[src/slf_pkg.sv]
package slf_pkg;
   localparam logic [7:0]  OFF_CTRL   = 8'h00;
   localparam logic [7:0]  OFF_OPER   = 8'h04;
   localparam logic [7:0]  OFF_PTR    = 8'h08;
   localparam logic [7:0]  OFF_STORE  = 8'h0c;
   localparam logic [7:0]  OFF_LOAD   = 8'h10;
   localparam logic [7:0]  OFF_STAT   = 8'h14;
   localparam int          B_IE       = 7;
   localparam int          B_BUSY     = 6;
   localparam int          B_STORE_PROG_ENABLE    = 0;
   localparam logic [3:0]  CMD_FILL   = 4'h0;
   localparam logic [3:0]  CMD_ERASE  = 4'h1;
   localparam logic [3:0]  CMD_WRITE  = 4'h2;
   localparam logic [3:0]  CMD_LOCK   = 4'h4;
   localparam logic [3:0]  CMD_REEN   = 4'h8;
   localparam logic [2:0]  STORE_WIN  = 3'h4;
   localparam logic [2:0]  LOAD_WIN   = 3'h3;
   localparam int          PTR_W      = 16;
   localparam logic [1:0]  SEL_FLB    = 2'h0;
   localparam logic [1:0]  SEL_LOCK   = 2'h1;
   localparam logic [1:0]  SEL_EFB    = 2'h2;
   localparam logic [15:0] RWW_LIMIT  = 16'h7000;
   localparam logic [5:0]  LOCK_RST   = 6'h3f;
   localparam int          CLK_MHZ    = 125;
   localparam int          PROG_US    = 3700;
   localparam int          PROG_CYC   = PROG_US * CLK_MHZ;
   localparam int          PROG_W     = 20;
   localparam logic [1:0]  SRC_FLASH  = 2'h0;
   localparam logic [1:0]  SRC_FUSE   = 2'h1;
   localparam logic [1:0]  SRC_BLOCK  = 2'h2;
   typedef enum logic [1:0]
   {
      LD_IDLE = 2'h0,
      LD_WAIT = 2'h1,
      LD_DATA = 2'h3
   } slf_ld_e;
endpackage

[src/slf_top.sv]
module slf_top
   import slf_pkg::*;
#(
   parameter int PROG_CYCLES = slf_pkg::PROG_CYC
)
(
   input  wire logic                       CLK,
   input  wire logic                       RST,
   input  wire logic                       PORST,
   input  wire logic                       HSEL,
   input  wire logic [31:0]                HADDR,
   input  wire logic [1:0]                 HTRANS,
   input  wire logic                       HWRITE,
   input  wire logic [2:0]                 HSIZE,
   input  wire logic [31:0]                HWDATA,
   input  wire logic                       HREADY,
   output logic                            HREADYOUT,
   output logic                            HRESP,
   output logic      [31:0]                HRDATA,
   input  wire logic                       EE_WRITE_BUSY,
   input  wire logic [7:0]                 FUSE_LOW,
   input  wire logic [7:0]                 FUSE_HIGH,
   input  wire logic [2:0]                 FUSE_EXT,
   input  wire logic [7:0]                 FLASH_RDATA,
   output logic                            FLASH_RD,
   output logic      [slf_pkg::PTR_W-1:0]  FLASH_ADDR,
   output logic                            FLASH_ERASE,
   output logic                            FLASH_WRITE,
   output logic      [7:0]                 FLASH_PAGE,
   output logic      [5:0]                 LOCK_BITS,
   output logic                            SECTION_BUSY,
   output logic                            BUF_CLEAR,
   output logic                            SPM_IRQ
);
   import slf_pkg::*;

   logic             wr_pend;
   logic [7:0]       wr_off;
   logic             ahb_take;
   logic             ld_go;
   logic             wr_ctrl;
   logic             wr_store;
   logic             ctrl_ok;
   logic             arm;
   logic             arm_lock;
   logic             store_go;
   logic             lf_hit;
   logic             blocked;
   logic             prog_start;
   logic             prog_busy;
   logic             prog_done;
   logic             prog_is_wr;
   logic             st_act;
   logic             st_last;
   logic             ld_act;
   logic             irq_en;
   logic [3:0]       cmd;
   logic             store_prog_enable;
   logic             rww_busy;
   logic [5:0]       lock;
   logic [7:0]       oper;
   logic [PTR_W-1:0] ptr;
   logic [7:0]       fuse_byte;
   logic [7:0]       fuse_hold;
   logic [1:0]       ld_src;
   logic [31:0]      next_rdata;
   slf_ld_e          ld_st;

   assign HRESP        = 1'b0;
   assign LOCK_BITS    = lock;
   assign SECTION_BUSY = rww_busy;

   assign ahb_take = HSEL & HTRANS[1] & HREADY;
   assign ld_go    = ahb_take & ~HWRITE & (HADDR[7:0] == OFF_LOAD);
   assign wr_ctrl  = wr_pend & (wr_off == OFF_CTRL);
   assign wr_store = wr_pend & (wr_off == OFF_STORE);

   // control writes are dropped while eeprom or flash are busy
   assign ctrl_ok  = wr_ctrl & ~EE_WRITE_BUSY & ~prog_busy;
   assign arm      = ctrl_ok & HWDATA[B_STORE_PROG_ENABLE];
   assign arm_lock = arm & (HWDATA[4:1] == CMD_LOCK);
   assign store_go = wr_store & store_prog_enable & st_act & ~EE_WRITE_BUSY
                     & ~prog_busy;
   assign lf_hit   = ld_go & ld_act & store_prog_enable & (cmd == CMD_LOCK)
                     & ~EE_WRITE_BUSY;
   assign blocked  = rww_busy & (ptr < RWW_LIMIT);
   assign prog_start = store_go & ((cmd == CMD_ERASE) | (cmd == CMD_WRITE)
                       | (cmd == CMD_LOCK));

   slf_win #(.W(3)) u_store_win
   (
      .clk    (CLK),
      .rst    (RST),
      .start  (arm),
      .stop   (store_go | lf_hit),
      .len    (STORE_WIN),
      .active (st_act),
      .last   (st_last)
   );

   slf_win #(.W(3)) u_load_win
   (
      .clk    (CLK),
      .rst    (RST),
      .start  (arm_lock),
      .stop   (store_go | lf_hit),
      .len    (LOAD_WIN),
      .active (ld_act),
      .last   ()
   );

   // on power-on reset only, so a system reset cannot cut a write short
   slf_win #(.W(PROG_W)) u_prog_timer
   (
      .clk    (CLK),
      .rst    (PORST),
      .start  (prog_start),
      .stop   (1'b0),
      .len    (PROG_W'(PROG_CYCLES)),
      .active (prog_busy),
      .last   (prog_done)
   );

   slf_fuse_mux u_fuse_mux
   (
      .sel       (ptr[1:0]),
      .lock      (lock),
      .fuse_low  (FUSE_LOW),
      .fuse_high (FUSE_HIGH),
      .fuse_ext  (FUSE_EXT),
      .byte_out  (fuse_byte)
   );

   always_ff @(posedge CLK or posedge RST)
   begin
      if (RST)
      begin
         wr_pend <= 1'b0;
         wr_off  <= 8'h00;
      end
      else
      begin
         wr_pend <= ahb_take & HWRITE;
         if (ahb_take)
            wr_off <= HADDR[7:0];
      end
   end

   always_ff @(posedge CLK or posedge RST)
   begin
      if (RST)
      begin
         oper <= 8'h00;
         ptr  <= '0;
      end
      else if (wr_pend && wr_off == OFF_OPER)
         oper <= HWDATA[7:0];
      else if (wr_pend && wr_off == OFF_PTR)
         ptr <= HWDATA[PTR_W-1:0];
   end

   always_ff @(posedge CLK or posedge RST)
   begin
      if (RST)
      begin
         irq_en <= 1'b0;
         cmd    <= CMD_FILL;
         store_prog_enable  <= 1'b0;
      end
      else if (ctrl_ok)
      begin
         irq_en <= HWDATA[B_IE];
         cmd    <= HWDATA[4:1];
         store_prog_enable  <= HWDATA[B_STORE_PROG_ENABLE];
      end
      else if (lf_hit)
      begin
         cmd   <= CMD_FILL;
         store_prog_enable <= 1'b0;
      end
      else if (store_go && !prog_start)
      begin
         cmd   <= CMD_FILL;
         store_prog_enable <= 1'b0;
      end
      else if (prog_done || (st_last && !store_go))
      begin
         cmd   <= CMD_FILL;
         store_prog_enable <= 1'b0;
      end
   end

   // busy flag and lock bits survive a system reset like the flash does
   always_ff @(posedge CLK or posedge PORST)
   begin
      if (PORST)
         rww_busy <= 1'b0;
      else if (prog_start && cmd != CMD_LOCK && ptr < RWW_LIMIT)
         rww_busy <= 1'b1;
      else if (store_go && cmd == CMD_REEN)
         rww_busy <= 1'b0;
   end

   always_ff @(posedge CLK or posedge PORST)
   begin
      if (PORST)
         lock <= LOCK_RST;
      else if (store_go && cmd == CMD_LOCK)
         lock <= lock & oper[5:0];
   end

   always_ff @(posedge CLK or posedge PORST)
   begin
      if (PORST)
         prog_is_wr <= 1'b0;
      else if (prog_start)
         prog_is_wr <= (cmd == CMD_WRITE);
   end

   always_ff @(posedge CLK or posedge RST)
   begin
      if (RST)
      begin
         FLASH_ERASE <= 1'b0;
         FLASH_WRITE <= 1'b0;
         FLASH_PAGE  <= 8'h00;
      end
      else
      begin
         FLASH_ERASE <= prog_start & (cmd == CMD_ERASE);
         FLASH_WRITE <= prog_start & (cmd == CMD_WRITE);
         if (prog_start)
            FLASH_PAGE <= ptr[14:7];
      end
   end

   // held high through system reset so the buffer is wiped on every system reset
   always_ff @(posedge CLK or posedge RST)
   begin
      if (RST)
         BUF_CLEAR <= 1'b1;
      else
         BUF_CLEAR <= (prog_done & prog_is_wr)
                      | (store_go & (cmd == CMD_REEN));
   end

   always_ff @(posedge CLK or posedge RST)
   begin
      if (RST)
         SPM_IRQ <= 1'b0;
      else
         SPM_IRQ <= irq_en & ~store_prog_enable;
   end

   always_ff @(posedge CLK or posedge RST)
   begin
      if (RST)
         ld_st <= LD_IDLE;
      else
         case (ld_st)
            LD_IDLE:
               if (ld_go)
                  ld_st <= LD_WAIT;
            LD_WAIT:
               ld_st <= LD_DATA;
            LD_DATA:
               ld_st <= LD_IDLE;
            default:
               ld_st <= LD_IDLE;
         endcase
   end

   // lock programming never marks the section busy, so reads go on
   always_ff @(posedge CLK or posedge RST)
   begin
      if (RST)
      begin
         ld_src     <= SRC_FLASH;
         fuse_hold  <= 8'h00;
         FLASH_RD   <= 1'b0;
         FLASH_ADDR <= '0;
      end
      else
      begin
         FLASH_RD <= ld_go & ~lf_hit & ~blocked;
         if (ld_go)
         begin
            FLASH_ADDR <= ptr;
            fuse_hold  <= fuse_byte;
            if (lf_hit)
               ld_src <= SRC_FUSE;
            else if (blocked)
               ld_src <= SRC_BLOCK;
            else
               ld_src <= SRC_FLASH;
         end
      end
   end

   always_comb
   begin
      next_rdata = 32'h0;
      if (HADDR[7:0] == OFF_CTRL)
         next_rdata = {24'h0, irq_en, rww_busy, 1'b0, cmd, store_prog_enable};
      else if (HADDR[7:0] == OFF_OPER)
         next_rdata = {24'h0, oper};
      else if (HADDR[7:0] == OFF_PTR)
         next_rdata = {16'h0, ptr};
      else if (HADDR[7:0] == OFF_STAT)
         next_rdata = {18'h0, lock, 6'h0, EE_WRITE_BUSY, prog_busy};
   end

   always_ff @(posedge CLK or posedge RST)
   begin
      if (RST)
      begin
         HREADYOUT <= 1'b1;
         HRDATA    <= 32'h0;
      end
      else if (ld_go)
         HREADYOUT <= 1'b0;
      else if (ld_st == LD_DATA)
      begin
         HREADYOUT <= 1'b1;
         if (ld_src == SRC_FUSE)
            HRDATA <= {24'h0, fuse_hold};
         else if (ld_src == SRC_BLOCK)
            HRDATA <= 32'h0000_00ff;
         else
            HRDATA <= {24'h0, FLASH_RDATA};
      end
      else if (ahb_take && !HWRITE)
         HRDATA <= next_rdata;
   end
endmodule

[src/slf_win.sv]
module slf_win
#(
   parameter int W = 3
)
(
   input  wire logic         clk,
   input  wire logic         rst,
   input  wire logic         start,
   input  wire logic         stop,
   input  wire logic [W-1:0] len,
   output logic              active,
   output logic              last
);
   logic [W-1:0] cnt;

   // restart wins over stop so a re-arm is never lost
   always_ff @(posedge clk or posedge rst)
   begin
      if (rst)
         cnt <= '0;
      else if (start)
         cnt <= len;
      else if (stop)
         cnt <= '0;
      else if (cnt != '0)
         cnt <= cnt - 1'b1;
   end

   assign active = (cnt != '0);
   assign last   = (cnt == W'(1));
endmodule

[src/slf_fuse_mux.sv]
module slf_fuse_mux
(
   input  wire logic [1:0] sel,
   input  wire logic [5:0] lock,
   input  wire logic [7:0] fuse_low,
   input  wire logic [7:0] fuse_high,
   input  wire logic [2:0] fuse_ext,
   output logic      [7:0] byte_out
);
   import slf_pkg::*;

   // stored active low, so programmed bits come out as zero
   always_comb
   begin
      if (sel == SEL_FLB)
         byte_out = fuse_low;
      else if (sel == SEL_LOCK)
         byte_out = {2'h3, lock};
      else if (sel == SEL_EFB)
         byte_out = {5'h1f, fuse_ext};
      else
         byte_out = fuse_high;
   end
endmodule

[config.mk]
export PLATFORM = sky130hd
export DESIGN_NAME = slf_top
export DESIGN_NICKNAME = d
export VERILOG_FILES = /design/src/slf_pkg.sv /design/src/slf_top.sv /design/src/slf_win.sv /design/src/slf_fuse_mux.sv
export SDC_FILE = /design/constraint.sdc
export NUM_CORES = 1
export LEC_CHECK = 0
export ABC_CLOCK_PERIOD_IN_PS = 3100
export BUFFER_PORTS_ARGS = -buffer_cell sky130_fd_sc_hd__buf_2
export CAP_MARGIN = 20
export CORE_UTILIZATION = 48
export DETAILED_ROUTE_END_ITERATION = 6
export PLACE_DENSITY = 0.75
export SKIP_CTS_REPAIR_TIMING = 1
export SLEW_MARGIN = 20
export SYNTH_ARGS = -nofsm -noshare
export SYNTH_HDL_FRONTEND = slang
export SYNTH_SLANG_ARGS = --single-unit
[constraint.sdc]
create_clock -name CLK -period 3.1 [get_ports CLK]
set_input_delay 0.155 -clock CLK [delete_from_list [all_inputs] [get_ports CLK]]
set_output_delay 0.155 -clock CLK [all_outputs]
set_load 0.02 [all_outputs]
# Word-level counts from Yosys, hierarchy flattened
# Cells that the tools add are included.
[word_totals]
register_bits = 147
latchBits = 0
ram_bits = 0
rom_bits = 0
in_bits = 103
output_inout_bits = 70
wordCells = 156
mem_count = 0
[op_classes]
addsub = 3
n_mul = 0
div = 0
magnitude_cmp = 1
eq_ne = 22
shift = 0
muxes = 35
n_bitwise = 41
reduce_logical = 29
[ops]
columns = ["op", "n"]
rows = [
  ["two-way mux 32 bit", 2],
  ["two-way mux 16 bit", 3],
  ["two-way mux 20 bit", 2],
  ["two-way mux 8 bit", 5],
  ["bitwise AND 1 bit", 28],
  ["equality test 8 x 4 -> 1 bit (second input constant)", 3],
  ["equality test 20 x 1 -> 1 bit (second input constant)", 1],
  ["nonzero test 20 bit", 1],
  ["subtractor 20 x 1 -> 20 bit (second input constant)", 1],
  ["two-way mux 3 bit", 6],
  ["equality test 8 x 3 -> 1 bit (second input constant)", 2],
  ["equality test 8 x 5 -> 1 bit (second input constant)", 2],
  ["logical NOT 8 bit", 2],
  ["less-than comparator 16 x 15 -> 1 bit (second input constant)", 1],
  ["two-way mux 4 bit", 4],
  ["two-way mux 14 bit", 1],
  ["nonzero test 3 bit", 4],
  ["logical AND 1 bit", 9],
  ["equality test 4 x 3 -> 1 bit (second input constant)", 2],
  ["two-way mux 1 bit", 8],
  ["NOT 1 bit", 8],
  ["nonzero test 2 bit", 4],
  ["bitwise AND 6 bit", 1],
  ["equality test 2 x 1 -> 1 bit (second input constant)", 3],
  ["other kinds (16)", 28],
]

# Logic depth before layout (Yosys ltp)
[depth]
word_depth = 13
ltp_mapped = 8
ltp_nobuf = 7

# Cells and area by module
# A second synthesis with hierarchy kept.
[unflattened]
cells_unflattened = 666
hier_area_um2 = 6975.4
[modules_own_cells]
columns = ["module", "n_inst", "cells_each", "area_per_inst_um2", "seq_area_each_um2"]
rows = [
  ["slf_top", 1, 455, 4956.0, 2637.5],
  ["slf_win (u_prog_timer)", 1, 158, 1411.4, 500.5],
  ["slf_win (u_store_win)", 1, 19, 211.5, 75.1],
  ["slf_win (u_load_win)", 1, 19, 207.7, 75.1],
  ["slf_fuse_mux", 1, 15, 188.9, 0.0],
]

# Least setup slack after synthesis
# OpenSTA, ideal clock, no wires.
[synth_timing]
path_kind = "register to register"
from = "register u_prog_timer.cnt[10]"
to = "register prog_is_wr"
setup_time_ps = 144
arrival_time_ps = 2340
t_required_ps = 2956
setup_slack_ps = 616
stages_incl_launch_ff = 7
path_buffers = 1
synth_period_minus_slack_ps = 2484
cell_sequence = "dfrtp_1 -> or4_1 -> clkbuf_2 -> nor4b_2 -> nand3_1 -> a2111oi_0 -> o32ai_1"
[synth_between]
elab_chain_cells = 4
[synth_rtl]
columns = ["item", "line_no", "rtl"]
rows = [
  ["from (decl)", "slf_win.sv:14", "logic [W-1:0] cnt;"],
  ["from (signal assigned)", "slf_win.sv:22", "cnt <= len;"],
  ["from (signal assigned)", "slf_win.sv:26", "cnt <= cnt - 1'b1;"],
  ["nonzero test 20 bit", "slf_win.sv:29", "assign active = (cnt != '0);"],
  ["NOT 1 bit", "slf_top.sv:83", "& ~prog_busy;"],
  ["bitwise AND 1 bit", "slf_top.sv:83", ""],
  ["bitwise AND 1 bit", "slf_top.sv:87", "assign prog_start = store_go & ((cmd == CMD_ERASE) | (cmd == CMD_WRITE)"],
  ["to (signal assigned)", "slf_top.sv:217", "prog_is_wr <= (cmd == CMD_WRITE);"],
  ["to (decl)", "slf_top.sv:52", "logic prog_is_wr;"],
]
# No other way between the ends.
# A chain may end at the register's enable or synchronous reset.

# Worst setup path after layout
[layout_timing]
from = "register u_prog_timer.cnt[10]"
to = "register u_prog_timer.cnt[19]"
[layout_between]
elab_chain_cells = 5
elab_cells_between_ends = 8
classes_between = "add/sub (1); mux (2); bitwise (3); reduce/logical (2)"
[layout_rtl]
columns = ["item"]
rows = [
  ["branches (longest 5 deep; another with subtractor 20 x 1 -> 20 bit)"],
]
# Parallel ways; which one is timed is not known. The select of a mux whose other input is x is not followed.

==> impl_metrics.env <==
export IMPL_fmaxAchievable_mhz=347
export IMPL_gpl_final_weighted_congestion=0.846
export IMPL_die_height_um=117
export IMPL_worst_setup_path_type="reg2reg"
export IMPL_num_vias=5046
export IMPL_crit_path_end="u_prog_timer.cnt[19]$_DFFE_PP0P_"
export IMPL_ir_worst_vdd_mv=0.410
export IMPL_finalHoldViolCount=0
export IMPL_netSwitchingPower_uw=997
export IMPL_yosys_warnings=0
export IMPL_r2r_worst_path_cells=5
export IMPL_post_route_period_util=0.929
export IMPL_multi_input_logic_area_um2=2810
export IMPL_fin_skew_ns=0.0141
export IMPL_layout_filler_cell_count=1017
export IMPL_post_drt_via_cell_ratio=5.72
export IMPL_cts_root_buf="sky130_fd_sc_hd__clkbuf_16"
export IMPL_slew_limit_headroom=0.424
export IMPL_routed_antenna_nets=0
export IMPL_antenna_found_initial=0
export IMPL_nNetsFinal=807
export IMPL_setup_total_negative_slack_ns=0
export IMPL_final_min_clock_period_ns=2.88
export IMPL_detailedPlacementHpwl_um=11600
export IMPL_async_reset_ff_frac=1.00
export IMPL_drt_total_wl_um=16700
export IMPL_drive_above_1_share=0.344
export IMPL_area_growth_syn_to_layout_pct=22.9
export IMPL_first_global_vias=4925
export IMPL_netlist_cell_type_count=65
export IMPL_max_cap_violations=0
export IMPL_synth_edff_count=0
export IMPL_placementRows=41
export IMPL_setup_viol=0
export IMPL_critPathCaptureType="flip-flop"
export IMPL_remaining_drc_errors=1
export IMPL_power_share_switching=0.243
export IMPL_portBuffers=111
export IMPL_sequential_cell_fraction_of_total_power=0.441
export IMPL_layout_commonest_cell="sky130_fd_sc_hd__dfrtp_1"
export IMPL_cellLeakagePower_uw=0.00369
export IMPL_rr_startpoint="u_prog_timer.cnt[10]$_DFFE_PP0P_"
export IMPL_drt_pass1_iterations=7
export IMPL_violations="DRC"
export IMPL_chipWidth_um=117
export IMPL_clock_insertion_delay_worst_skew_ns=0.43
export IMPL_rsz0062_at_grt="no"
export IMPL_synth_yosys_seq_area_share=0.520
export IMPL_tritoncts_buffer_count=17
export IMPL_hold_path_class="in2reg"
export IMPL_num_antenna_cells=0
export IMPL_placed_cell_count=835
export IMPL_gr_usage_total=0.257
export IMPL_worst_r2r_setup_slack_ns=0.22
export IMPL_core_region_area_um2=12700
export IMPL_route_detailed_wl_per_inst_um=18.9
export IMPL_p_int_uw=3100
export IMPL_timing_critical_path_required_ns=3.40
export IMPL_ys_dominant_reg_cell="sky130_fd_sc_hd__dfrtp_1"
export IMPL_combPwrFrac=0.061
export IMPL_critPathMaxFanout=11
export IMPL_synth_seq_cells=131
export IMPL_critical_path_startpoint="u_prog_timer.cnt[10]$_DFFE_PP0P_"
export IMPL_run_status="finished, violations left"
export IMPL_grt_pass1_wl_um=25900
export IMPL_cts_reportedPaths_clkPinSlew_ns=0.06
export IMPL_power_clock_fraction=0.498
export IMPL_io_pin_count=173
export IMPL_netlist_area_um2=6330
export IMPL_worst_slew_pin_slew_ns=0.848
export IMPL_post_synth_inst_count=565
export IMPL_tritoncts="done"
export IMPL_drtIter0Drc=421
export IMPL_synth_avg_cell_area_um2=11.2
export IMPL_power_density_nw_per_um2=527
export IMPL_arrival_time_at_the_worst_endpoint_ns=3.18
export IMPL_seq_area_um2=3290
export IMPL_report_final_slew_viol_count=0
export IMPL_globalRoute_totalOverflow=0
export IMPL_fp_dieArea_um2=13600
export IMPL_tritoncts_num_sinks=131
export IMPL_worst_setup_path_start_kind="flip-flop"
export IMPL_stdcell_count=882
export IMPL_initial_standard_cell_utilization_of_the_core=0.497
export IMPL_layout_cells_most_common_list="sky130_fd_sc_hd__dfrtp_1 (123), sky130_fd_sc_hd__buf_2 (111), sky130_fd_sc_hd__mux2_2 (60), sky130_fd_sc_hd__nand2_1 (50), sky130_fd_sc_hd__o21ai_0 (43)"
export IMPL_grt_max_degree=50
export IMPL_final_core_util=0.611
export IMPL_worstReg2RegEnd="u_prog_timer.cnt[19]$_DFFE_PP0P_"
export IMPL_cts_path_max_buffers=2
export IMPL_htreeDepth=4
## metrics by stage
stage / hold WS, ns / instance area (µm²) / setup WS, ns / power, µW
finish: 0.00847 / 7770 / 0.219 / 4100
global route: 0.00558 / 7770 / 0.104 / 4230
global placement: 0.272 / 7020 / 0.385 / 2050
floorplan: 0.216 / 6390 / 0.244 / 1970
CTS: -0.167 / 7620 / 0.214 / 4090
detailed placement: 0.282 / 7020 / 0.287 / 2070
## power groups by stage
stage	clock, µW	sequential, µW	combinational [µW]
floorplan	0	1820	149
global placement	0	1830	227
finish	2040	1800	250
global route	2140	1810	278
detailed placement	0	1830	234
CTS	2050	1800	235
## registers in the layout, indices dropped and copies added, names as in the netlist, 4 cells and up
register and cells:
fuse_hold 8, u_prog_timer.cnt 20, HRDATA 16, LOCK_BITS 6, cmd 4, wr_off 8
ptr 16, FLASH_PAGE 8, oper 8, FLASH_ADDR 16
## critical path: stages (launching register included)
cell and delay [ns]:
sky130_fd_sc_hd__dfrtp_1 0.43, sky130_fd_sc_hd__or4_1 0.71, sky130_fd_sc_hd__or4b_4 0.72, sky130_fd_sc_hd__o2111ai_1 0.57, sky130_fd_sc_hd__nor3_1 0.16, sky130_fd_sc_hd__xor2_1 0.17
## cell usage after synthesis (2+ instances only)
library cell	n	area (µm²)
sky130_fd_sc_hd__nand3_1	10	50.1
sky130_fd_sc_hd__buf_2	3	15.0
sky130_fd_sc_hd__nand4b_1	2	17.5
sky130_fd_sc_hd__mux2_2	60	676
sky130_fd_sc_hd__nand2_1	50	188
sky130_fd_sc_hd__nor3_1	18	90.1
sky130_fd_sc_hd__mux4_2	3	67.6
sky130_fd_sc_hd__buf_1	3	11.3
sky130_fd_sc_hd__o21ai_0	43	215
sky130_fd_sc_hd__o21a_1	6	45.0
sky130_fd_sc_hd__xor2_1	8	70.1
sky130_fd_sc_hd__nand4_1	5	31.3
sky130_fd_sc_hd__nor4_1	10	62.6
sky130_fd_sc_hd__o311ai_0	2	17.5
sky130_fd_sc_hd__and4_1	2	17.5
sky130_fd_sc_hd__or3_1	2	12.5
sky130_fd_sc_hd__dfrtp_1	123	3080
sky130_fd_sc_hd__nand2b_1	8	50.1
sky130_fd_sc_hd__a21oi_1	4	20.0
sky130_fd_sc_hd__clkbuf_1	16	60.1
sky130_fd_sc_hd__inv_1	18	67.6
sky130_fd_sc_hd__dfstp_2	8	210
sky130_fd_sc_hd__or4_1	4	30.0
sky130_fd_sc_hd__or2_2	3	18.8
sky130_fd_sc_hd__a221oi_1	3	26.3
sky130_fd_sc_hd__mux2i_1	15	150
sky130_fd_sc_hd__and2_1	2	12.5
sky130_fd_sc_hd__a22o_1	5	43.8
sky130_fd_sc_hd__a22oi_1	7	52.6
sky130_fd_sc_hd__a31oi_1	9	56.3
sky130_fd_sc_hd__a211oi_1	10	75.1
sky130_fd_sc_hd__nor3b_1	3	22.5
sky130_fd_sc_hd__nor2b_1	7	43.8
sky130_fd_sc_hd__o211ai_1	3	22.5
sky130_fd_sc_hd__or3_2	3	22.5
sky130_fd_sc_hd__a41o_1	2	20.0
sky130_fd_sc_hd__xnor2_1	7	61.3
sky130_fd_sc_hd__nand3b_1	5	37.5
sky130_fd_sc_hd__buf_4	17	128
sky130_fd_sc_hd__and3_1	2	12.5
sky130_fd_sc_hd__ha_1	7	87.6
sky130_fd_sc_hd__nor4b_1	2	17.5
sky130_fd_sc_hd__nor2_1	19	71.3
sky130_fd_sc_hd__o22ai_1	5	31.3
## kinds of logic (layout without fill, tap and decap cells)
| logic type | count (synthesis) | in the layout | share of synthesized area |
|---|---|---|---|
| fa+ha+maj | 7 | 7 | 0.0138 |
| other cells | 1 | 17 | 0.000593 |
| flops | 131 | 131 | 0.520 |
| mux | 78 | 78 | 0.141 |
| compound gates | 105 | 105 | 0.106 |
| buf+inv | 59 | 188 | 0.0471 |
| simple gates | 169 | 169 | 0.150 |
| xor+xnor | 15 | 15 | 0.0208 |
## how the worst min path moves through the flow
stage / cells past startpoint / start / end / slack (ns)
final: 2 / HADDR[7] / wr_off[7]$_DFFE_PP0N_ / 0.008
after floorplan: 1 / PORST / SECTION_BUSY$_DFFE_PP0P_ / 0.22
after global routing: 2 / HADDR[1] / wr_off[1]$_DFFE_PP0N_ / 0.006
after CTS: 2 / RST / FLASH_ERASE$_DFF_PP0_ / -0.17
after detailed placement: 2 / RST / wr_off[1]$_DFFE_PP0N_ / 0.28
after global placement: 2 / RST / u_load_win.cnt[0]$_DFFE_PP0P_ / 0.27
## area by class of cell
class / count / area share
timing repair buffer: 138 / 0.102
clock inverter: 13 / 0.0190
clock buffer: 19 / 0.0583
sequential: 131 / 0.423
tap: 172 / 0.0277
inverter: 18 / 0.00901
multi-input combinational: 391 / 0.361
## layer usage
metal | vias to the layer above | GRT usage | part of all wire
li1 | 2290 | - | -
met1 | 2521 | 0.341 | 0.43
met2 | 192 | 0.399 | 0.49
met3 | 41 | 0.0705 | 0.058
met4 | 2 | 0.103 | 0.027
met5 | - | 0.0296 | 0.0031
(Power assumes the default switching activity.)
